[src/common/rst_wdt_pkg.sv]
// package: register map, field layout and timing for reset/watchdog/sleep control
package rst_wdt_pkg;
  // apb byte addresses (printed offsets 0xE3/0x1E3 are not word aligned: kept as index)
  localparam logic [11:0] IDX_WATCHDOG_CLEAR = 12'h0E3;
  localparam logic [11:0] IDX_LOW_VOLTAGE_CONTROL = 12'h1E3;
  localparam logic [11:0] IDX_SYSTEM_STATUS_CONTROL = 12'h0FF;
  localparam logic [11:0] IDX_DETECTOR_DUTY_TRIM = 12'h1EB;
  localparam logic [11:0] IDX_OSC_CONTROL_ZERO = 12'h1E0;
  localparam logic [11:0] IDX_WAKE_STATUS = 12'h1F0;
  localparam logic [13:0] ADDR_WATCHDOG_CLEAR = {IDX_WATCHDOG_CLEAR, 2'b00};
  localparam logic [13:0] ADDR_LOW_VOLTAGE_CONTROL = {IDX_LOW_VOLTAGE_CONTROL, 2'b00};
  localparam logic [13:0] ADDR_SYSTEM_STATUS_CONTROL = {IDX_SYSTEM_STATUS_CONTROL, 2'b00};
  localparam logic [13:0] ADDR_DETECTOR_DUTY_TRIM = {IDX_DETECTOR_DUTY_TRIM, 2'b00};
  localparam logic [13:0] ADDR_OSC_CONTROL_ZERO = {IDX_OSC_CONTROL_ZERO, 2'b00};
  localparam logic [13:0] ADDR_WAKE_STATUS = {IDX_WAKE_STATUS, 2'b00};
  // status/control register layout and reset value
  localparam logic [7:0] SSC_RESET = 8'h10;
  localparam int SSC_STOP_BIT = 0;
  localparam int SSC_SLEEP_BIT = 3;
  localparam int SSC_POWER_ON_BIT = 4;
  localparam int SSC_WDOG_EVENT_BIT = 5;
  localparam int SSC_GIE_BIT = 7;
  localparam logic [7:0] LVC_RESET = 8'h00;
  localparam logic [7:0] LVC_MASK = 8'h37;
  localparam logic [7:0] DUTY_RESET = 8'h00;
  localparam logic [7:0] DUTY_MASK = 8'hC0;
  localparam logic [7:0] OSC_RESET = 8'h00;
  localparam logic [7:0] CLEAR_BOTH_CODE = 8'h38;
  localparam logic [1:0] LEVEL_NO_RESET = 2'b11;
  localparam logic [1:0] WDOG_LIMIT = 2'd3;
  localparam int OSC_RECOVER_SLOW = 3;
  // times
  localparam int CLK_HZ = 25_000_000;
  localparam int HOLDOFF_MS = 20;
  localparam int HOLDOFF_CYCLES = (CLK_HZ / 1000) * HOLDOFF_MS;
  typedef enum logic [1:0] {ST_HOLD, ST_RUN, ST_SLEEP, ST_WAKE} cpu_state_t;
endpackage

[src/core/reset_watchdog_sleep_ctrl.sv]
// reset, watchdog, sleep and supply-monitor control block with apb registers
//
// The APB interface to the registers was decided locally.
`timescale 1ns/1ns
// Behaviour
// power-on loads status register with 00010000
// hold cpu about 20 ms after power-on
// power-on flag set by reset, software-clear only
// clearing power-on flag enables watchdog permanently
// sleep timer on slow clock raises interrupt
// three timer overflows cause watchdog reset
// clear write resets watchdog; 0x38 also timer
// sleep bit halts cpu until interrupt/reset
// detector duty-cycled while asleep
// slow oscillator keeps running, optional low power
// unmasked pending interrupt wakes regardless of enable
// wake only while stop bit clear
// sleep forces internal clock; recover in three ticks
// external oscillator left running during sleep
// resume at next instruction before interrupt service
// sleep timer interrupt also fires while awake
// level field selects precision reset threshold
// level 11 disables precision reset, status only
// threshold select picks one of eight levels
// supply drop below trip reasserts power-on reset
// duty field codes 128, 512, 32, 8 ticks
// power-on clears sleep timer and watchdog
module reset_watchdog_sleep_ctrl
  import rst_wdt_pkg::*;
#(
  parameter int HOLDOFF = HOLDOFF_CYCLES,
  parameter int TIMER_W = 16
) (
  input wire logic sys_clk,
  input wire logic reset,
  // slow oscillator, supply and interrupt request pins asynchronous; global enable used unsynchronised
  input wire logic slowTick,
  input wire logic supplyBelowPor,
  input wire logic irqPending,
  input wire logic globalIrqEnable,
  // apb register bus, low data byte only
  input wire logic [7:0] pwdata,
  input wire logic [15:0] paddr,
  input wire logic psel,
  input wire logic penable,
  input wire logic pwrite,
  output logic [31:0] prdata,
  output logic pready,
  output logic pslverr,
  // cpu control and clock source outputs
  output logic cpuReset,
  output logic cpuRun,
  output logic resumeNext,
  output logic cpuClockSelect,
  output logic extOscEnable,
  output logic slowOscLowPower,
  output logic sleepTimerIrq,
  // supply monitor configuration outputs
  output logic detectorOn,
  output logic [1:0] precisionResetLevel,
  output logic precisionResetEnable,
  output logic [2:0] lvdThresholdSelect
);
  // elaboration checks: the hold-off counter needs at least one cycle,
  // and the longest sleep period reads timer bits 13:0
  initial begin
    if (HOLDOFF < 1) begin
      $error("hold-off must be at least one cycle");
    end
    if (TIMER_W < 14) begin
      $error("sleep timer narrower than longest period");
    end
    if (TIMER_W > 24) begin
      $error("sleep timer wider than needed");
    end
  end

  // two-flop synchronisers for pins from other domains
  logic [2:0] sync1_q;
  logic [2:0] sync2_q;
  logic tickPrev_q;
  always_ff @(posedge sys_clk) begin
    sync1_q <= {slowTick, supplyBelowPor, irqPending};
    sync2_q <= sync1_q;
    tickPrev_q <= sync2_q[2];
  end
  // one slow tick per rising edge of the slow oscillator
  wire tick = sync2_q[2] & ~tickPrev_q;
  wire supplyLow = sync2_q[1];
  wire irqSeen = sync2_q[0];

  // power-on reset: external reset or supply drop
  logic wdogReset_q;
  wire por = reset | supplyLow;
  // watchdog reset restarts the cpu and timers, clears the sleep bit, sets the watchdog event flag, keeps the other registers
  wire anyReset = por | wdogReset_q;

  // apb decode
  wire access = psel & penable;
  wire wr = access & pwrite;
  wire [13:0] addr = paddr[13:0];
  function automatic logic hit(input logic [13:0] a, input logic [13:0] r);
    hit = (a == r);
  endfunction
  wire mapped = hit(addr, ADDR_WATCHDOG_CLEAR) | hit(addr, ADDR_LOW_VOLTAGE_CONTROL) |
                hit(addr, ADDR_SYSTEM_STATUS_CONTROL) | hit(addr, ADDR_DETECTOR_DUTY_TRIM) |
                hit(addr, ADDR_OSC_CONTROL_ZERO) | hit(addr, ADDR_WAKE_STATUS);
  wire wrClear = wr & hit(addr, ADDR_WATCHDOG_CLEAR);
  wire wrSsc = wr & hit(addr, ADDR_SYSTEM_STATUS_CONTROL);

  // status/control register
  logic powerOn_q;
  logic wdogEvent_q;
  logic sleep_q;
  logic stop_q;
  logic wdogEnable_q;
  cpu_state_t state_q;
  always_ff @(posedge sys_clk) begin
    if (por) begin
      powerOn_q <= SSC_RESET[SSC_POWER_ON_BIT];
      wdogEvent_q <= SSC_RESET[SSC_WDOG_EVENT_BIT];
      sleep_q <= SSC_RESET[SSC_SLEEP_BIT];
      stop_q <= SSC_RESET[SSC_STOP_BIT];
    end else begin
      // power-on flag: clear-only, a one written is ignored
      if (wrSsc && !pwdata[SSC_POWER_ON_BIT]) begin
        powerOn_q <= 1'b0;
      end
      // watchdog event flag: set wins over a clear in the same cycle
      if (wdogReset_q) begin
        wdogEvent_q <= 1'b1;
      end else if (wrSsc && !pwdata[SSC_WDOG_EVENT_BIT]) begin
        wdogEvent_q <= 1'b0;
      end
      // sleep bit: set by software, dropped by wake-up or watchdog reset
      if (wdogReset_q) begin
        sleep_q <= 1'b0;
      end else if (wrSsc) begin
        sleep_q <= pwdata[SSC_SLEEP_BIT];
      end else if (state_q == ST_WAKE) begin
        sleep_q <= 1'b0;
      end
      // stop bit blocks wake-up while set
      if (wrSsc) begin
        stop_q <= pwdata[SSC_STOP_BIT];
      end
    end
  end

  // watchdog enable: sticky until power-on
  always_ff @(posedge sys_clk) begin
    if (por) begin
      wdogEnable_q <= 1'b0;
    end else if (!powerOn_q) begin
      wdogEnable_q <= 1'b1;
    end
  end

  // other registers
  logic [7:0] lvc_q;
  logic [7:0] duty_q;
  logic [7:0] osc_q;
  always_ff @(posedge sys_clk) begin
    if (por) begin
      lvc_q <= LVC_RESET;
      duty_q <= DUTY_RESET;
      osc_q <= OSC_RESET;
    end else if (wr) begin
      // reserved bits of the voltage and duty registers are kept at zero; oscillator control stores every bit
      if (hit(addr, ADDR_LOW_VOLTAGE_CONTROL)) begin
        lvc_q <= pwdata & LVC_MASK;
      end
      if (hit(addr, ADDR_DETECTOR_DUTY_TRIM)) begin
        duty_q <= pwdata & DUTY_MASK;
      end
      if (hit(addr, ADDR_OSC_CONTROL_ZERO)) begin
        osc_q <= pwdata;
      end
    end
  end

  // sleep timer on slow ticks; period 2^(8+2*osc[4:3]) ticks
  logic [TIMER_W-1:0] timer_q;
  logic [1:0] wdog_q;
  logic overflow;
  always_comb begin
    case (osc_q[4:3])
      2'd0: overflow = &timer_q[7:0];
      2'd1: overflow = &timer_q[9:0];
      2'd2: overflow = &timer_q[11:0];
      default: overflow = &timer_q[13:0];
    endcase
  end
  wire expire = tick & overflow;
  always_ff @(posedge sys_clk) begin
    if (anyReset) begin
      timer_q <= '0;
    end else if (wrClear && pwdata == CLEAR_BOTH_CODE) begin
      timer_q <= '0;
    end else if (tick) begin
      // wraps to zero on the overflow that raises the request
      timer_q <= expire ? '0 : timer_q + 1'b1;
    end
  end

  // watchdog counts overflows; three gives reset
  always_ff @(posedge sys_clk) begin
    if (anyReset) begin
      wdog_q <= 2'd0;
      wdogReset_q <= 1'b0;
    end else if (wrClear) begin
      wdog_q <= 2'd0;
      wdogReset_q <= 1'b0;
    end else begin
      // count only once enabled; the third overflow fires the reset
      if (expire && wdogEnable_q) begin
        wdog_q <= wdog_q + 2'd1;
      end
      wdogReset_q <= wdogEnable_q && expire && (wdog_q == WDOG_LIMIT - 2'd1);
    end
  end

  // sleep timer interrupt pulse, asleep or awake
  always_ff @(posedge sys_clk) begin
    if (anyReset) begin
      sleepTimerIrq <= 1'b0;
    end else begin
      sleepTimerIrq <= expire;
    end
  end

  // cpu state: hold-off, run, sleep, clock recovery
  logic [31:0] hold_q;
  logic [1:0] recover_q;
  // last recovery tick: clock is stable again
  wire wakeDone = (state_q == ST_WAKE) && tick && (recover_q == 2'(OSC_RECOVER_SLOW - 1));
  always_ff @(posedge sys_clk) begin
    if (anyReset) begin
      state_q <= ST_HOLD;
      hold_q <= '0;
      recover_q <= '0;
    end else begin
      case (state_q)
        ST_HOLD: begin
          // cpu held while the supply settles
          hold_q <= hold_q + 32'd1;
          if (hold_q == 32'(HOLDOFF - 1)) begin
            state_q <= ST_RUN;
          end
        end
        ST_RUN: begin
          if (sleep_q) begin
            state_q <= ST_SLEEP;
          end
        end
        ST_SLEEP: begin
          // any unmasked request wakes while the stop bit is clear, enable flag ignored
          recover_q <= '0;
          if (irqSeen && !stop_q) begin
            state_q <= ST_WAKE;
          end
        end
        ST_WAKE: begin
          // fast oscillator restarts; wait three slow ticks
          if (tick) begin
            recover_q <= recover_q + 2'd1;
          end
          if (wakeDone) begin
            state_q <= ST_RUN;
          end
        end
        default: state_q <= ST_HOLD;
      endcase
    end
  end

  // detector duty cycle while asleep
  logic [9:0] duty_cnt_q;
  logic [9:0] dutyLen;
  always_comb begin
    case (duty_q[7:6])
      2'd0: dutyLen = 10'd128;
      2'd1: dutyLen = 10'd512;
      2'd2: dutyLen = 10'd32;
      default: dutyLen = 10'd8;
    endcase
  end
  always_ff @(posedge sys_clk) begin
    if (anyReset || state_q != ST_SLEEP) begin
      duty_cnt_q <= '0;
      detectorOn <= 1'b1;
    end else if (tick) begin
      if (duty_cnt_q == dutyLen - 10'd1) begin
        duty_cnt_q <= '0;
        detectorOn <= ~detectorOn;
      end else begin
        duty_cnt_q <= duty_cnt_q + 10'd1;
      end
    end
  end

  // cpu-facing outputs, registered
  always_ff @(posedge sys_clk) begin
    if (anyReset) begin
      cpuReset <= 1'b1;
      cpuRun <= 1'b0;
      resumeNext <= 1'b0;
      cpuClockSelect <= 1'b0;
      extOscEnable <= 1'b0;
      slowOscLowPower <= 1'b0;
    end else begin
      cpuReset <= (state_q == ST_HOLD);
      // cpu runs from the wake-done cycle on, together with the resume pulse
      cpuRun <= ((state_q == ST_RUN) && !sleep_q) || wakeDone;
      resumeNext <= wakeDone;
      cpuClockSelect <= (state_q == ST_RUN) ? osc_q[1] : 1'b0;
      extOscEnable <= osc_q[2];
      slowOscLowPower <= osc_q[7];
    end
  end

  // detector configuration outputs
  always_ff @(posedge sys_clk) begin
    if (por) begin
      precisionResetLevel <= 2'b00;
      precisionResetEnable <= 1'b1;
      lvdThresholdSelect <= 3'b000;
    end else begin
      precisionResetLevel <= lvc_q[5:4];
      precisionResetEnable <= lvc_q[5:4] != LEVEL_NO_RESET;
      lvdThresholdSelect <= lvc_q[2:0];
    end
  end

  // read-back bytes of the status and wake registers
  logic [7:0] statusByte;
  logic [7:0] wakeByte;
  always_comb begin
    statusByte = 8'h00;
    statusByte[SSC_GIE_BIT] = globalIrqEnable;
    statusByte[SSC_WDOG_EVENT_BIT] = wdogEvent_q;
    statusByte[SSC_POWER_ON_BIT] = powerOn_q;
    statusByte[SSC_SLEEP_BIT] = sleep_q;
    statusByte[SSC_STOP_BIT] = stop_q;
    wakeByte = {4'h0, wdogEnable_q, wdog_q, state_q == ST_SLEEP};
  end

  // apb slave: one wait-free access phase, read data registered
  always_ff @(posedge sys_clk) begin
    if (reset) begin
      prdata <= '0;
      pready <= 1'b0;
      pslverr <= 1'b0;
    end else begin
      pready <= psel & ~penable;
      pslverr <= psel & ~penable & ~mapped;
      prdata <= '0;
      // read data is fetched in the setup cycle and stands in the access cycle;
      // the write-only clear register and unmapped offsets read as zero
      if (psel && !penable && !pwrite) begin
        if (hit(addr, ADDR_SYSTEM_STATUS_CONTROL)) begin
          prdata <= {24'h000000, statusByte};
        end else if (hit(addr, ADDR_LOW_VOLTAGE_CONTROL)) begin
          prdata <= {24'h000000, lvc_q};
        end else if (hit(addr, ADDR_DETECTOR_DUTY_TRIM)) begin
          prdata <= {24'h000000, duty_q};
        end else if (hit(addr, ADDR_OSC_CONTROL_ZERO)) begin
          prdata <= {24'h000000, osc_q};
        end else if (hit(addr, ADDR_WAKE_STATUS)) begin
          prdata <= {24'h000000, wakeByte};
        end
      end
    end
  end
endmodule

[config.mk]
export PLATFORM = sky130hd
export DESIGN_NAME = reset_watchdog_sleep_ctrl
export DESIGN_NICKNAME = d
export VERILOG_FILES = /design/src/common/rst_wdt_pkg.sv /design/src/core/reset_watchdog_sleep_ctrl.sv
export SDC_FILE = /design/constraint.sdc
export NUM_CORES = 1
export LEC_CHECK = 0
export ABC_AREA = 1
export BUFFER_PORTS_ARGS = -buffer_cell sky130_fd_sc_hd__buf_2
export CAP_MARGIN = 40
export CORE_ASPECT_RATIO = 0.75
export CORE_MARGIN = 1
export CORE_UTILIZATION = 55
export CTS_CLUSTER_SIZE = 28
export DETAILED_ROUTE_END_ITERATION = 16
export PLACE_DENSITY_LB_ADDON = 0.2
export SETUP_SLACK_MARGIN = 0.3
export SLEW_MARGIN = 20
export SYNTH_ARGS = -nofsm -noshare
export SYNTH_HDL_FRONTEND = slang
export SYNTH_SLANG_ARGS = --single-unit
export TNS_END_PERCENT = 20
[constraint.sdc]
create_clock -name sys_clk -period 2.7 [get_ports sys_clk]
set_input_delay 0.54 -clock sys_clk [delete_from_list [all_inputs] [get_ports sys_clk]]
set_output_delay 0.54 -clock sys_clk [all_outputs]
set_load 0.02 [all_outputs]
# After elaboration in Yosys (flattened, before gate mapping)
# Index checks and enable logic that the tools add are counted.
[word_totals]
register_bits = 140
inputBits = 33
[classes]
addsub = 6
n_eq_ne = 25
muxes = 20
bitwise_logic = 21
n_reduce_logical = 42
[op_table]
columns = ["cell", "n"]
rows = [
  ["$eq A14 B11 Y1 const B", 4],
  ["$add A32 B1 Y32 const B", 1],
  ["$eq A32 B19 Y1 const B", 1],
  ["$mux W8", 4],
  ["$pmux W10 S3", 1],
  ["$eq A14 B10 Y1 const B", 2],
  ["$add A16 B1 Y16 const B", 1],
  ["$mux W16", 1],
  ["$reduce_and A14 Y1", 1],
  ["$eq A2 B2 Y1 const B", 6],
  ["$ne A2 B2 Y1 const B", 6],
  ["$reduce_and A12 Y1", 1],
  ["$logic_and A1 B1 Y1", 11],
  ["$add A10 B1 Y10 const B", 1],
  ["$eq A10 B10 Y1", 1],
  ["$mux W10", 1],
  ["$mux W2", 5],
  ["$reduce_and A10 Y1", 1],
  ["$reduce_and A2 Y1", 5],
  ["$reduce_or A2 Y1", 5],
  ["$sub A10 B1 Y10 const B", 1],
  ["$and A1 B1 Y1", 8],
  ["$eq A8 B6 Y1 const B", 1],
  ["$pmux W2 S4", 1],
  ["17 further kinds", 44],
]

# Depth between registers and ports, before layout
# Gate-level depths: netlist (run 1).
[logic_depth]
depth_word = 8
mapped_depth = 11
depth_no_buf = 11

# Worst setup path after synthesis (run 1)
# OpenSTA, ideal clock, no wires.
[synth_path]
kind = "input to register"
start = "input port paddr[10]"
end = "register prdata[4]"
t_arrival_ps = 1458
path_slack_ps = 1134
path_stages = 9
path_buffers = 0
path_cell_list = "or2_0 > nor2_2 > nand2_1 > nor2_4 > inv_2 > o21ai_0 > inv_1 > nand2_1 > inv_1"
[synth_via]
elab_chain_len = 5
elab_cells_between_ends = 8
classes_between = "eq/ne: 4; mux: 4"
[synth_lines]
columns = ["element", "line_no", "source"]
rows = [
  ["start, declared", "reset_watchdog_sleep_ctrl.sv:43", "input wire logic [15:0] paddr,"],
  ["$eq A14 B11 Y1", "reset_watchdog_sleep_ctrl.sv:103", "hit = (a == r);"],
  ["$mux W8", "reset_watchdog_sleep_ctrl.sv:367", "end else if (hit(addr, ADDR_OSC_CONTROL_ZERO)) begin"],
  ["$mux W8", "reset_watchdog_sleep_ctrl.sv:365", "end else if (hit(addr, ADDR_DETECTOR_DUTY_TRIM)) begin"],
  ["$mux W8", "reset_watchdog_sleep_ctrl.sv:363", "end else if (hit(addr, ADDR_LOW_VOLTAGE_CONTROL)) begin"],
  ["$mux W8 *", "reset_watchdog_sleep_ctrl.sv:361", "if (hit(addr, ADDR_SYSTEM_STATUS_CONTROL)) begin"],
  ["end signal, assigned", "reset_watchdog_sleep_ctrl.sv:362", "prdata <= {24'h000000, statusByte};"],
  ["end signal, assigned", "reset_watchdog_sleep_ctrl.sv:364", "prdata <= {24'h000000, lvc_q};"],
  ["end signal, assigned", "reset_watchdog_sleep_ctrl.sv:366", "prdata <= {24'h000000, duty_q};"],
  ["end, declared", "reset_watchdog_sleep_ctrl.sv:47", "output logic [31:0] prdata,"],
]
# Every way passes the cells marked *; elsewhere a longest branch is shown, timed or not.
# A chain may end at the register's enable or synchronous reset.

# Worst setup path in the final report (run 1)
[layout_path]
start = "register state_q[1]"
end = "register hold_q[25]"
[layout_via]
elab_chain_len = 1
[layout_lines]
columns = ["element", "line_no", "source"]
rows = [
  ["start, declared", "reset_watchdog_sleep_ctrl.sv:117", "cpu_state_t state_q;"],
  ["start signal, assigned", "reset_watchdog_sleep_ctrl.sv:239", "state_q <= ST_HOLD;"],
  ["start signal, assigned", "reset_watchdog_sleep_ctrl.sv:248", "state_q <= ST_RUN;"],
  ["start signal, assigned", "reset_watchdog_sleep_ctrl.sv:253", "state_q <= ST_SLEEP;"],
  ["$logic_not A2 Y1", "reset_watchdog_sleep_ctrl.sv:243", "case (state_q)"],
  ["end signal, assigned", "reset_watchdog_sleep_ctrl.sv:246", "hold_q <= hold_q + 32'd1;"],
  ["end, declared", "reset_watchdog_sleep_ctrl.sv:233", "logic [31:0] hold_q;"],
]
# Every way passes these cells.

==> results by stage, run 1 <==
Status:
- The flow ran to the end, and the final reports show no timing, DRC or antenna violations.

Route:
- Using the TritonRoute via totals, the vias-per-cell ratio works out to 5.238.
- The violation count after the first detailed-routing iteration is 402.
- The number of remaining DRC errors is 0.
- For this run, the detailed router's first-pass iteration total came to 5.
- The routed length on met2 is 5714 um.
- After detailed routing, the average wire length per cell comes to roughly 13 um.
- The number of antenna-violating nets in the routed design is 0.
- The final layout contains routed wiring with a total length of between 10000 and 15000 um.
- The routed wire length on met3 is around 1000 um.
- The final route contains 5159 vias.
- The detailed router used layers up to and including met4.
- The detailed router put a total of 6054 um of wire on met1.

Yosys:
- The count of unique library cells instantiated by Yosys is 37.
- The synthesized design contains 0 enable-type register cells.
- The most used flip-flop cell after synthesis is sky130_fd_sc_hd__dfxtp_1.
- Counting flops and latches in the post-synthesis netlist gives 114.
- The summed instance area of the synthesized netlist is between 5000 and 6000 um2.
- Summing the sequential cell areas from Yosys gives 39.96% of the chip area.
- For this run, the number of Yosys warnings is 0.
- The synthesized area per cell is 7.359 um2.
- The count of mapped cells out of synthesis is just under 800.
- After synthesis, the share of flip-flops with an asynchronous set or reset is 0%.

Timing:
- Setup slack closes at a little under 0.8 ns.
- Setup repair after global routing left no endpoint under its margin.
- After layout, the worst path uses 70.95% of the clock period.
- The shortest period the worst path allows is between 1.5 and 2 ns.
- The transition time at the pin with the least slew margin is 0.5924 ns.
- The number of hold violations in the final report was 0.
- The max-slew violation count is 0.
- The setup clock skew after layout is 0.007699 ns.
- The highest clock rate is 0.5220 GHz.
- In this run the tightest slew margin relative to its limit is 60.45%.
- Setup violations remaining at the end of the flow were counted as 0.
- The aggregate negative setup slack is 0 ns.

Cells and area:
- Cells with a size suffix above 1 make up 17.70% of the layout.
- The number of diodes is 0.
- The library cell used most frequently in the layout, excluding fill and tap cells, is sky130_fd_sc_hd__nand2_1.
- The layout-stage area growth over the synthesis result is 14.79%.
- After routing the design area is 6555 um2.
- The final layout contains approximately 880 nets.
- In the layout the commonest cells are sky130_fd_sc_hd__nand2_1, sky130_fd_sc_hd__dfxtp_1, sky130_fd_sc_hd__nor2_1, sky130_fd_sc_hd__inv_1, sky130_fd_sc_hd__buf_2.

Die:
- The die covers around 11000 um2.
- The floorplan step set the die width to 119.7 um.
- The chip height is between 90 and 100 um.
- The floorplan step defined a core boundary enclosing between 9000 and 10000 um2.
- The number of top-level pins is 81.
- The starting utilization of the core area is between 50 and 60%.
- In this run the core area contains 31 standard-cell rows.

CTS:
- The clock passes through at most 2 buffers.
- Counting the buffers created by CTS gives 17.
- The hold buffer count at CTS is 0.
- In this run, post-CTS repair resized a total of 0 instances.
- TritonCTS built the clock tree.
- The number of buffers added for setup after CTS is 0.
- The maximum level of the CTS H-tree is 4.
- In this run the clock root is driven by a sky130_fd_sc_hd__clkbuf_16.
- After clock tree synthesis, the clock-pin slew on the worst setup and hold paths is about 0.05 ns.
- The clock insertion delay at the later pin of the skew report is just over 0.4 ns.
- The number of sinks driven by the clock tree is 114.

Pwr:
- The share of total power in combinational logic is 3.8%.
- IR analysis of the VDD net gives a maximum drop of 0.4698 mV.
- The clock share of power is between 50% and 60%.
- In this run the power spent charging and discharging nets is around 0.00091 W.
- Net switching is 23.06% of the power.
- In this run the static leakage power is 2.604 nW.
- The internal cell power is 0.003034 W.
- The areal power density over the cells is 601.6 nW/um2.
- The part of the total power dissipated in sequential elements is 43.1%.

GRT:
- The number of global-route vias before repair came to 4882.
- Entering global routing, the biggest net connects 29 pins.
- The first global-routing pass estimated 22280 um of wire.
- The global-route usage over all layers is 25.91%.
- The initial antenna violation count was 0.
- The total overflow left after global routing is 0.

Critical path:
- The start of the worst register-to-register path is state_q[1].
- The type of the setup path with the least slack is flip-flop to flip-flop.
- The endpoint class of the critical path is a flip-flop.
- The worst setup path is launched from a flip-flop.
- The master of the slowest instance on the critical path is sky130_fd_sc_hd__dfxtp_1.
- The worst path required time is ~3 ns.
- Of all nets on the critical path, the largest fanout is 11.
- At the worst endpoint, the arrival time is between 2 and 2.5 ns.
- The critical path goes through inv_1 -> ha_1 -> buf_4 -> inv_1 -> nor3_1 -> nand2_1 -> nor3_1 -> nand3_1 -> nand2_1 -> nor2_1.
- The source of the critical timing path is state_q[1].
- The largest single stage delay on the critical path is between 0.3 and 0.4 ns.

Place:
- Once placement finished, the instance area stood at approximately 6000 um2.
- The count of buffers inserted at the top-level ports is 54.
- The routability congestion estimate is 0.9136.
- The worst setup slack before clock tree synthesis is 0.5450 ns.
- Detailed placement ended at an HPWL of between 9000 and 10000 um.

Min path:
- The type of the worst min-delay path is input port to flip-flop.
- The beginning of the worst hold path is slowTick.

Job:
- Across the run, the number of max-cap violations was 0.
-- final cells by class --
type	count	area, um2
clock inverter	13	111.4
fill	840	3297
sequential	114	2282
inverter	99	371.6
clock buffer	19	452.9
multi-input combinational	552	2887
tap	132	165.2
timing repair buffer	56	285.3
-- critical path: cells and delay by family (launching register included) --
family | cells | cell delay, ns
fa+ha+maj | 1 | 0.14
buf+inv | 3 | 0.41
flops | 1 | 0.34
simple gates | 6 | 0.92
-- layer usage --
metal | GRT usage (%) | vias to the layer above
met3 | 6.155 | 24
met2 | 40.03 | 213
li1 | - | 2580
met5 | 0 | -
met1 | 34.87 | 2342
met4 | 10.00 | 0
-- worst paths after layout --
path | endpoint | slack (ns) | cells after the start
min reg2reg | sync2_q[1] | 0.33 | 0
max reg2reg | hold_q[25] | 0.78 | 10
max | hold_q[25] | 0.78 | 10
min | sync1_q[2] | 0.23 | 1
-- logic make-up after synthesis --
| group | Yosys count | synth area share (%) |
|---|---|---|
| AND/OR/NAND/NOR | 403 | 34.29 |
| buffers and inverters | 133 | 11.00 |
| flip-flops | 114 | 39.96 |
| AO/OA/AOI/OAI | 88 | 8.348 |
| XOR/XNOR | 27 | 4.141 |
| adder cells (fa/ha/maj) | 10 | 2.191 |
| other | 1 | 0.06567 |
-- stage by stage --
step / instances / hold slack (ns) / total power (W) / utilization [%]
floorplan: 799 / 0.3096 / 0.001860 / -
global placement: 953 / 0.3167 / 0.001877 / 60.81
detailed placement: 953 / 0.3161 / 0.001880 / 60.81
CTS: 985 / 0.2158 / 0.003970 / 66.54
global route: 985 / 0.2172 / 0.004079 / 66.54
finish: 985 / 0.2275 / 0.003943 / 66.54
-- synth_stat cells, types with 3 or more instances --
library cell               instances  area share (%)
sky130_fd_sc_hd__nor3_2            5            0.88
sky130_fd_sc_hd__a31oi_1           3            0.33
sky130_fd_sc_hd__inv_1            93             6.1
sky130_fd_sc_hd__xor2_1           19             2.9
sky130_fd_sc_hd__nor3_1           18             1.6
sky130_fd_sc_hd__buf_4            24             3.2
sky130_fd_sc_hd__ha_1             10             2.2
sky130_fd_sc_hd__nor3b_1           4            0.53
sky130_fd_sc_hd__or2_2             4            0.44
sky130_fd_sc_hd__nor2_4            9             1.8
sky130_fd_sc_hd__o211ai_1          4            0.53
sky130_fd_sc_hd__a21oi_1          40             3.5
sky130_fd_sc_hd__nor2_2           18             2.0
sky130_fd_sc_hd__nand2_1         139             9.1
sky130_fd_sc_hd__buf_2             6            0.53
sky130_fd_sc_hd__nand3_1          50             4.4
sky130_fd_sc_hd__inv_2             6            0.39
sky130_fd_sc_hd__o21ai_0          33             2.9
sky130_fd_sc_hd__nand2_2           9            0.99
sky130_fd_sc_hd__nor2_8            3             1.1
sky130_fd_sc_hd__nand4_1          26             2.8
sky130_fd_sc_hd__nor2_1          110             7.2
sky130_fd_sc_hd__dfxtp_1         114              40
sky130_fd_sc_hd__o21ai_1           4            0.35
sky130_fd_sc_hd__xnor2_1           8             1.2
-- registers in the layout, indices dropped and copies added (netlist names), 3 cells and up --
register	count
sync1_q	3
sync2_q	3
lvdThresholdSelect	3
hold_q	32
lvc_q	5
prdata	8
osc_q	8
duty_cnt_q	10
timer_q	14
-- power groups by stage --
stage | registers (W) | logic (W) | clock network, W
2_1_floorplan | 0.00173 | 0.000125 | 0
3_3_place_gp | 0.00173 | 0.000143 | 0
3_5_place_dp | 0.00173 | 0.000145 | 0
4_1_cts | 0.00170 | 0.000146 | 0.00212
5_1_grt | 0.00170 | 0.000161 | 0.00222
6_report | 0.00170 | 0.000148 | 0.00210
No activity file was read; power rests on OpenSTA's default activity.
==> run 2: changes to the inputs <==
--- a/config.mk
+++ b/config.mk
@@ -10,7 +10,7 @@
 export CAP_MARGIN = 40
 export CORE_ASPECT_RATIO = 0.75
 export CORE_MARGIN = 1
-export CORE_UTILIZATION = 55
+export CORE_UTILIZATION = 52
 export CTS_CLUSTER_SIZE = 28
 export DETAILED_ROUTE_END_ITERATION = 16
 export PLACE_DENSITY_LB_ADDON = 0.2
==> constraint.sdc (replaced) <==
create_clock -name sys_clk -period 1.6 [get_ports sys_clk]
set_input_delay 0.32 -clock sys_clk [delete_from_list [all_inputs] [get_ports sys_clk]]
set_output_delay 0.32 -clock sys_clk [all_outputs]
set_load 0.02 [all_outputs]
==> run 2 against run 1 <==
Sequential share of layout area fell by 3.7 points. Clock-buffer cell count rose by 3. Sequential power rose by 69%. Hold slack got worse by 0.22 ns. Fmax rose by 26%. Die area rose by 5.7%. Register-to-register slack got worse by 0.70 ns. Clock power rose by 84%. Final cell count rose by 6.3%. Critical path depth fell by 2. Flip-flop and latch count did not move. Critical endpoint is now hold_q[16]. Highest routed layer unchanged.
==> results by stage, run 2 (same netlist as run 1, synthesis figures left out) <==
Status:
- Status: finished clean (unchanged).

CTS:
- The clock insertion delay at the later pin of the skew report is 0.41 ns (about the same).
- The number of sinks driven by the clock tree is 114 (unchanged).
- The register clock-pin slew on the reported worst setup and hold paths was 0.05 ns (about the same).
- The clock tree root driver cell is sky130_fd_sc_hd__clkbuf_16 (unchanged).
- The maximum root-to-sink buffer count was 2 (unchanged).
- The total CTS buffers is 17 (unchanged).
- The maximum level of the CTS H-tree came to 4 (unchanged).
- The clock tree from TritonCTS is built (unchanged).

Timing:
- The share of the cycle needed by the critical path after routing is 94.87% (was 70.95%).
- The max-slew violation count is 0 (unchanged).
- The final-report setup violation count is 0 (unchanged).
- The worst setup margin is 0.08211 ns (was 0.7844 ns).
- The setup clock skew after layout came to 0.008265 ns (was 0.007699 ns).
- The shortest period the worst path allows came to 1.518 ns (was 1.916 ns).
- The number of hold violations in the final report is 0 (unchanged).
- The aggregate negative setup slack came to 0 ns (unchanged).
- The highest clock rate is 0.6588 GHz (was 0.5220 GHz).
- RSZ-0062 raised after global routing: yes (was no).

Place:
- The count of buffers inserted at the top-level ports is 54 (unchanged).
- The worst setup slack before clock tree synthesis was 0.007627 ns (was 0.5450 ns).
- The sum of net half-perimeters after detailed placement is 9852 um (was 9474 um).
- The routability congestion estimate is 0.9076 (was 0.9136).
- The placed cell count is 989 (was 953).
- The instance area after placement was 6291 um2 (was 5991 um2).

Pwr:
- The peak ir drop on the vdd network is 0.7813 mV (was 0.4698 mV).
- The leakage power total was 3.029 nW (was 2.604 nW).
- The areal power density over the cells is 943.3 nW/um2 (was 601.6 nW/um2).
- The sum of internal, switching and leakage power came to 0.007040 W (was 0.003943 W).

Critical path:
- The master of the slowest instance on the critical path is sky130_fd_sc_hd__dfxtp_1 (unchanged).
- The type of the setup path with the least slack is flip-flop to flip-flop (unchanged).
- Cell breakdown of the critical path: nand2_4 -> nor2_4 -> nand2_1 -> nor2_2 -> nand2_2 -> buf_4 -> xor2_1 -> nor2_1 (was inv_1 -> ha_1 -> buf_4 -> inv_1 -> nor3_1 -> nand2_1 -> nor3_1 -> nand3_1 -> nand2_1 -> nor2_1).
- The start of the worst register-to-register path is hold_q[7] (was state_q[1]).
- The worst path required time is 1.90 ns (was 3.01 ns).
- The capturing point of the worst reg2reg path is hold_q[16] (was hold_q[25]).
- The kind of launch point of the worst setup path is a flip-flop (unchanged).
- The largest stage delay on the critical path is 0.37 ns (was 0.34 ns).
- The critical-path maximum fanout is 6 (was 11).
- The endpoint class of the critical path is a flip-flop (unchanged).
- The arrival time of data at the critical path endpoint came to 1.82 ns (was 2.23 ns).
- The worst setup slack for register-to-register paths was 0.08 ns (was 0.78 ns).
- The depth of the most critical reg-to-reg path is 8 (was 10).

Route:
- The per-cell via count in the routed design is 5.243 (was 5.238).
- The final wirelength came to 14610 um (was 13000 um).
- The number of remaining DRC errors is 0 (unchanged).
- The number of detailed-route iterations in the first pass is 5 (unchanged).
- The routed via count is 5489 (was 5159).
- The number of antenna-violating nets in the routed design is 0 (unchanged).
- The detailed-route wire length per cell is 13.95 um (was 13.20 um).
- The violation count after the first detailed-routing iteration is 456 (was 402).

Die:
- The starting utilization of the core area is 54.44% (was 57.96%).
- The number of top-level pins is 81 (unchanged).
- The die outline area is 11410 um2 (was 10800 um2).
- The core area is 10490 um2 (was 9852 um2).
- The row count is 32 (was 31).
- The chip height was 92.76 um (was 90.25 um).
- The die extent in x came to 123.0 um (was 119.7 um).

Cells and area:
- The fill cell total of the finished layout is 802 (was 840).
- Leading cell types in the layout, fill and taps excluded: sky130_fd_sc_hd__nand2_1, sky130_fd_sc_hd__dfxtp_1, sky130_fd_sc_hd__nor2_1, sky130_fd_sc_hd__inv_1, sky130_fd_sc_hd__buf_2 (unchanged).
- The number of diodes came to 0 (unchanged).
- The number of cells in the finished layout apart from fillers is 1047 (was 985).
- The net count reported at finish is 942 (was 883).
- Registers with the most flip-flops: hold_q x32, timer_q x14, duty_cnt_q x10 (unchanged).
- The ratio of cells with drive above 1 in the final layout is 31.61% (was 17.70%).
- The top register by number of flip-flops is hold_q (unchanged).
- The layout-stage area growth over the synthesis result is 30.70% (was 14.79%).
- The flip-flop count of the largest register, all copies and words added is 32 (unchanged).
- The most common cell after layout, fill and taps aside is sky130_fd_sc_hd__nand2_1 (unchanged).
- The cell area after layout came to 7463 um2 (was 6555 um2).

Min path:
- The beginning of the worst hold path is irqPending (was slowTick).
- The count of cells along the worst hold path was 1 (unchanged).
- The endpoint of the worst hold path is sync1_q[0] (was sync1_q[2]).
- The type of the worst min-delay path was input port to flip-flop (unchanged).

GRT:
- The number of global-route vias before repair is 5125 (was 4882).
- The initial antenna violation count came to 0 (unchanged).
- The global-route wire length before repair was 24060 um (was 22280 um).
- The largest net degree at the start of global routing was 28 (was 29).
- The global-route usage over all layers was 27.26% (was 25.91%).
- The global-route congestion overflow total came to 0 (unchanged).

Job:
- The max-capacitance violation count is 0 (unchanged).
[run 2: critical path, delay by kind of cell, from the launching register on]
| kind | cells | cell delay, ns |
|---|---|---|
| DFF | 1 | 0.37 |
| buffers and inverters | 1 | 0.15 |
| xor gates and xnor gates | 1 | 0.12 |
| and+or+nand+nor | 6 | 0.77 |
[run 2: cell type report]
cell class                 count  area [um2]  share of cell area (%)
multi-input combinational    552        3219                   43.13
clock inverter                 9       130.1                   1.744
timing repair buffer         115       773.2                   10.36
tap                          136       170.2                   2.280
inverter                      99       376.6                   5.046
clock buffer                  22       474.2                   6.354
sequential                   114        2320                   31.08
[run 2: per-layer routing]
metal	track usage (%)	vias to the layer above	share of wire (%)
met5	0	-	0
met4	10.54	0	1.5
met1	35.74	2560	46
met3	5.603	23	6.4
li1	-	2696	-
met2	43.77	210	46
[run 2: how the worst max path moves through the flow]
stage,depth (start not counted),end,slack (ns),start
3_5_place_dp,9,hold_q[18],0.008,hold_q[0]
5_1_grt,11,hold_q[31],-0.02,state_q[1]
2_1_floorplan,8,detectorOn,0.19,duty_q[6]
4_1_cts,6,duty_cnt_q[1],0.08,duty_q[6]
3_3_place_gp,10,prdata[4],0.01,paddr[10]
6_report,8,hold_q[16],0.08,hold_q[7]
[run 2: timing repair]
item / 4_1_cts / 5_1_grt
gates resized for setup: 76 / 30
pin swaps: 33 / 19
setup endpoints to repair: 57 / 70
endpoints found under the hold margin: 1 / 1
hold buffers: 1 / 1
buffers inserted: 20 / 5
[run 2: where the power goes]
part	switching, W	total, W	internal (W)
sequential	0.0000123	0.00287	0.00285
clock	0.00131	0.00387	0.00255
combinational	0.000206	0.000309	0.000103
total	0.00153	0.00704	0.00551
[run 2: through the flow]
step	utilization (%)	hold WS [ns]
after global routing	71.15	0.001914
after CTS	69.66	0.004355
final	71.15	0.01166
after detailed placement	59.97	0.3132
after floorplan	-	0.3096
after global placement	59.97	0.3147
==> run 3: changes to the inputs <==
--- a/config.mk
+++ b/config.mk
@@ -10,7 +10,7 @@
 export CAP_MARGIN = 40
 export CORE_ASPECT_RATIO = 0.75
 export CORE_MARGIN = 1
-export CORE_UTILIZATION = 52
+export CORE_UTILIZATION = 55
 export CTS_CLUSTER_SIZE = 28
 export DETAILED_ROUTE_END_ITERATION = 16
 export PLACE_DENSITY_LB_ADDON = 0.2
==> constraint.sdc (replaced) <==
create_clock -name sys_clk -period 1.5 [get_ports sys_clk]
set_input_delay 0.3 -clock sys_clk [delete_from_list [all_inputs] [get_ports sys_clk]]
set_output_delay 0.3 -clock sys_clk [all_outputs]
set_load 0.02 [all_outputs]
==> run 3 against run 2 <==
The run now ends with negative setup slack left. Clock-buffer cell count is 3 lower. Highest routed layer unchanged. Final cell count fell by 0.29%. Critical path type unchanged. Clock skew is essentially flat.
==> results by stage, run 3 (same netlist as run 1, synthesis figures left out) <==
Die:
- The core area is 9852 um2 (was 10490 um2).
- The die outline area was 10800 um2 (was 11410 um2).
- The number of top-level pins is 81 (unchanged).
- The row count came to 31 (was 32).
- The die extent in x was 119.7 um (was 123.0 um).
- The chip height came to 90.25 um (was 92.76 um).
- The starting utilization of the core area is 57.96% (was 54.44%).

GRT:
- The global-route congestion overflow total is 0 (unchanged).
- The number of global-route vias before repair is 5611 (was 5125).
- The global-route wire length before repair is 26280 um (was 24060 um).
- The largest net degree at the start of global routing is 19 (was 28).
- The global-route usage over all layers is 30.88% (was 27.26%).
- The initial antenna violation count came to 0 (unchanged).

Critical path:
- The kind of launch point of the worst setup path is a flip-flop (unchanged).
- The endpoint class of the critical path is a flip-flop (unchanged).
- The type of the setup path with the least slack is flip-flop to flip-flop (unchanged).
- The largest stage delay on the critical path is 0.35 ns (was 0.37 ns).
- The master of the slowest instance on the critical path is sky130_fd_sc_hd__dfxtp_4 (was sky130_fd_sc_hd__dfxtp_1).
- Cell breakdown of the critical path: inv_2 -> nand2_2 -> ha_4 -> or2_4 -> nand4_1 -> o21ai_4 -> nor2_1 (was nand2_4 -> nor2_4 -> nand2_1 -> nor2_2 -> nand2_2 -> buf_4 -> xor2_1 -> nor2_1).
- The arrival time of data at the critical path endpoint came to 1.85 ns (was 1.82 ns).
- The critical-path maximum fanout is 8 (was 6).
- The worst path required time is 1.78 ns (was 1.90 ns).
- The worst setup slack for register-to-register paths is -0.07 ns (was 0.08 ns).

Route:
- The number of detailed-route iterations in the first pass is 5 (unchanged).
- The number of remaining DRC errors was 0 (unchanged).
- The routed via count was 5683 (was 5489).
- The number of antenna-violating nets in the routed design is 0 (unchanged).
- The detailed-route wire length per cell was 15.38 um (was 13.95 um).
- The per-cell via count in the routed design came to 5.443 (was 5.243).
- The final wirelength is 16060 um (was 14610 um).
- The violation count after the first detailed-routing iteration was 449 (was 456).

CTS:
- The maximum root-to-sink buffer count was 2 (unchanged).
- The clock insertion delay at the later pin of the skew report is 0.41 ns (about the same).
- The clock tree root driver cell was sky130_fd_sc_hd__clkbuf_16 (unchanged).
- The number of sinks driven by the clock tree came to 114 (unchanged).
- The total CTS buffers came to 17 (unchanged).
- The register clock-pin slew on the reported worst setup and hold paths is 0.05 ns (about the same).
- The clock tree from TritonCTS is built (unchanged).
- The maximum level of the CTS H-tree is 4 (unchanged).

Cells and area:
- The flip-flop count of the largest register, all copies and words added is 32 (unchanged).
- The ratio of cells with drive above 1 in the final layout is 36.51% (was 31.61%).
- The number of diodes is 0 (unchanged).
- The layout-stage area growth over the synthesis result is 36.17% (was 30.70%).
- The core utilization of the finished layout is 78.93% (was 71.15%).
- Leading cell types in the layout, fill and taps excluded: sky130_fd_sc_hd__nand2_1, sky130_fd_sc_hd__nor2_1, sky130_fd_sc_hd__inv_1, sky130_fd_sc_hd__dfxtp_1, sky130_fd_sc_hd__buf_4 (was sky130_fd_sc_hd__nand2_1, sky130_fd_sc_hd__dfxtp_1, sky130_fd_sc_hd__nor2_1, sky130_fd_sc_hd__inv_1, sky130_fd_sc_hd__buf_2).
- The combined flip-flop and latch cell area was 2340 um2 (was 2320 um2).
- The net count reported at finish is 942 (unchanged).
- The combined area of the multi-input logic cells is 3363 um2 (was 3219 um2).
- The most common cell after layout, fill and taps aside is sky130_fd_sc_hd__nand2_1 (unchanged).
- The number of cells in the finished layout apart from fillers is 1044 (was 1047).
- The fill cell total of the finished layout is 688 (was 802).
- The top register by number of flip-flops is hold_q (unchanged).
- Registers with the most flip-flops: hold_q x32, timer_q x14, duty_cnt_q x10 (unchanged).

Timing:
- The setup clock skew after layout came to 0.008651 ns (was 0.008265 ns).
- The highest clock rate is 0.6365 GHz (was 0.6588 GHz).
- The shortest period the worst path allows came to 1.571 ns (was 1.518 ns).
- The number of hold violations in the final report is 0 (unchanged).
- RSZ-0062 raised after global routing: yes (unchanged).
- The final-report setup violation count is 18 (was 0).
- The share of the cycle needed by the critical path after routing is 104.7% (was 94.87%).
- The aggregate negative setup slack is -0.6965 ns (was 0 ns).
- The max-slew violation count is 0 (unchanged).
- The worst setup margin is -0.07112 ns (was 0.08211 ns).

Place:
- The placed cell count was 1007 (was 989).
- The count of buffers inserted at the top-level ports came to 54 (unchanged).
- The routability congestion estimate is 0.9614 (was 0.9076).
- The worst setup slack before clock tree synthesis was -0.08886 ns (was 0.007627 ns).
- The sum of net half-perimeters after detailed placement is 10620 um (was 9852 um).

Pwr:
- The areal power density over the cells is 1009 nW/um2 (was 943.3 nW/um2).
- The leakage power total came to 3.102 nW (was 3.029 nW).
- The peak ir drop on the vdd network came to 0.6543 mV (was 0.7813 mV).

Job:
- The max-capacitance violation count is 0 (unchanged).

Status:
- Status: complete, but fails checks (was finished clean).
- The final reports fail on negative setup slack.

Min path:
- The type of the worst min-delay path is input port to flip-flop (unchanged).
## run 3: area by class of cell
class                           instances  area share (%)
Clock buffer                           19           5.696
Inverter                               99           4.907
Multi-Input combinational cell        552           43.25
Sequential cell                       114           30.09
Clock inverter                         13           2.671
Timing Repair Buffer                  115           11.26
Tap cell                              132           2.124
## run 3: stage by stage
step / hold WS, ns / instance area [um2] / total power [W]
floorplan: 0.3096 / 5901 / 0.003351
global placement: 0.3138 / 6519 / 0.003430
detailed placement: 0.3138 / 6519 / 0.003439
CTS: 0.01081 / 7507 / 0.007840
global route: 0.0008028 / 7776 / 0.008057
finish: 0.01871 / 7776 / 0.007850
## run 3: where the power goes
group          total [W]  switching [W]  internal (W)  leakage [nW]
Combinational   0.000361       0.000238      0.000123          1.86
Clock            0.00444        0.00145       0.00299         0.306
Sequential       0.00305      0.0000119       0.00304         0.938
## run 3: worst paths after layout
check / endpoint / startpoint / cells past startpoint
worst max-delay path: duty_cnt_q[3] / duty_q[6] / 7
worst min-delay path: sync1_q[0] / irqPending / 1
worst max register to register: duty_cnt_q[3] / duty_q[6] / 7
worst min register to register: sync2_q[0] / sync1_q[0] / 0
## run 3: timing repair
item / in CTS / in global routing
hold endpoints to repair: 2 / 0
pin swaps: 56 / 32
endpoints found under the setup margin: 73 / 103
hold buffers: 2 / 0
resized for setup: 101 / 92
gates cloned: 0 / 0
buffers inserted: 0 / 3
## run 3: worst max-delay path: cells and delay by family, from the launching register on
family,cells,cell delay [ns]
AND/OR/NAND/NOR,4,0.43
flip-flops,1,0.35
buffers and inverters,1,0.05
adder cells (fa/ha/maj),1,0.26
AO/OA/AOI/OAI,1,0.35
## run 3: layer usage
layer / share of wire [%] / global-route usage, %
met1: 43 / 38.78
met4: 3.2 / 14.48
met2: 46 / 48.94
met5: 0 / 0
met3: 8.3 / 8.566
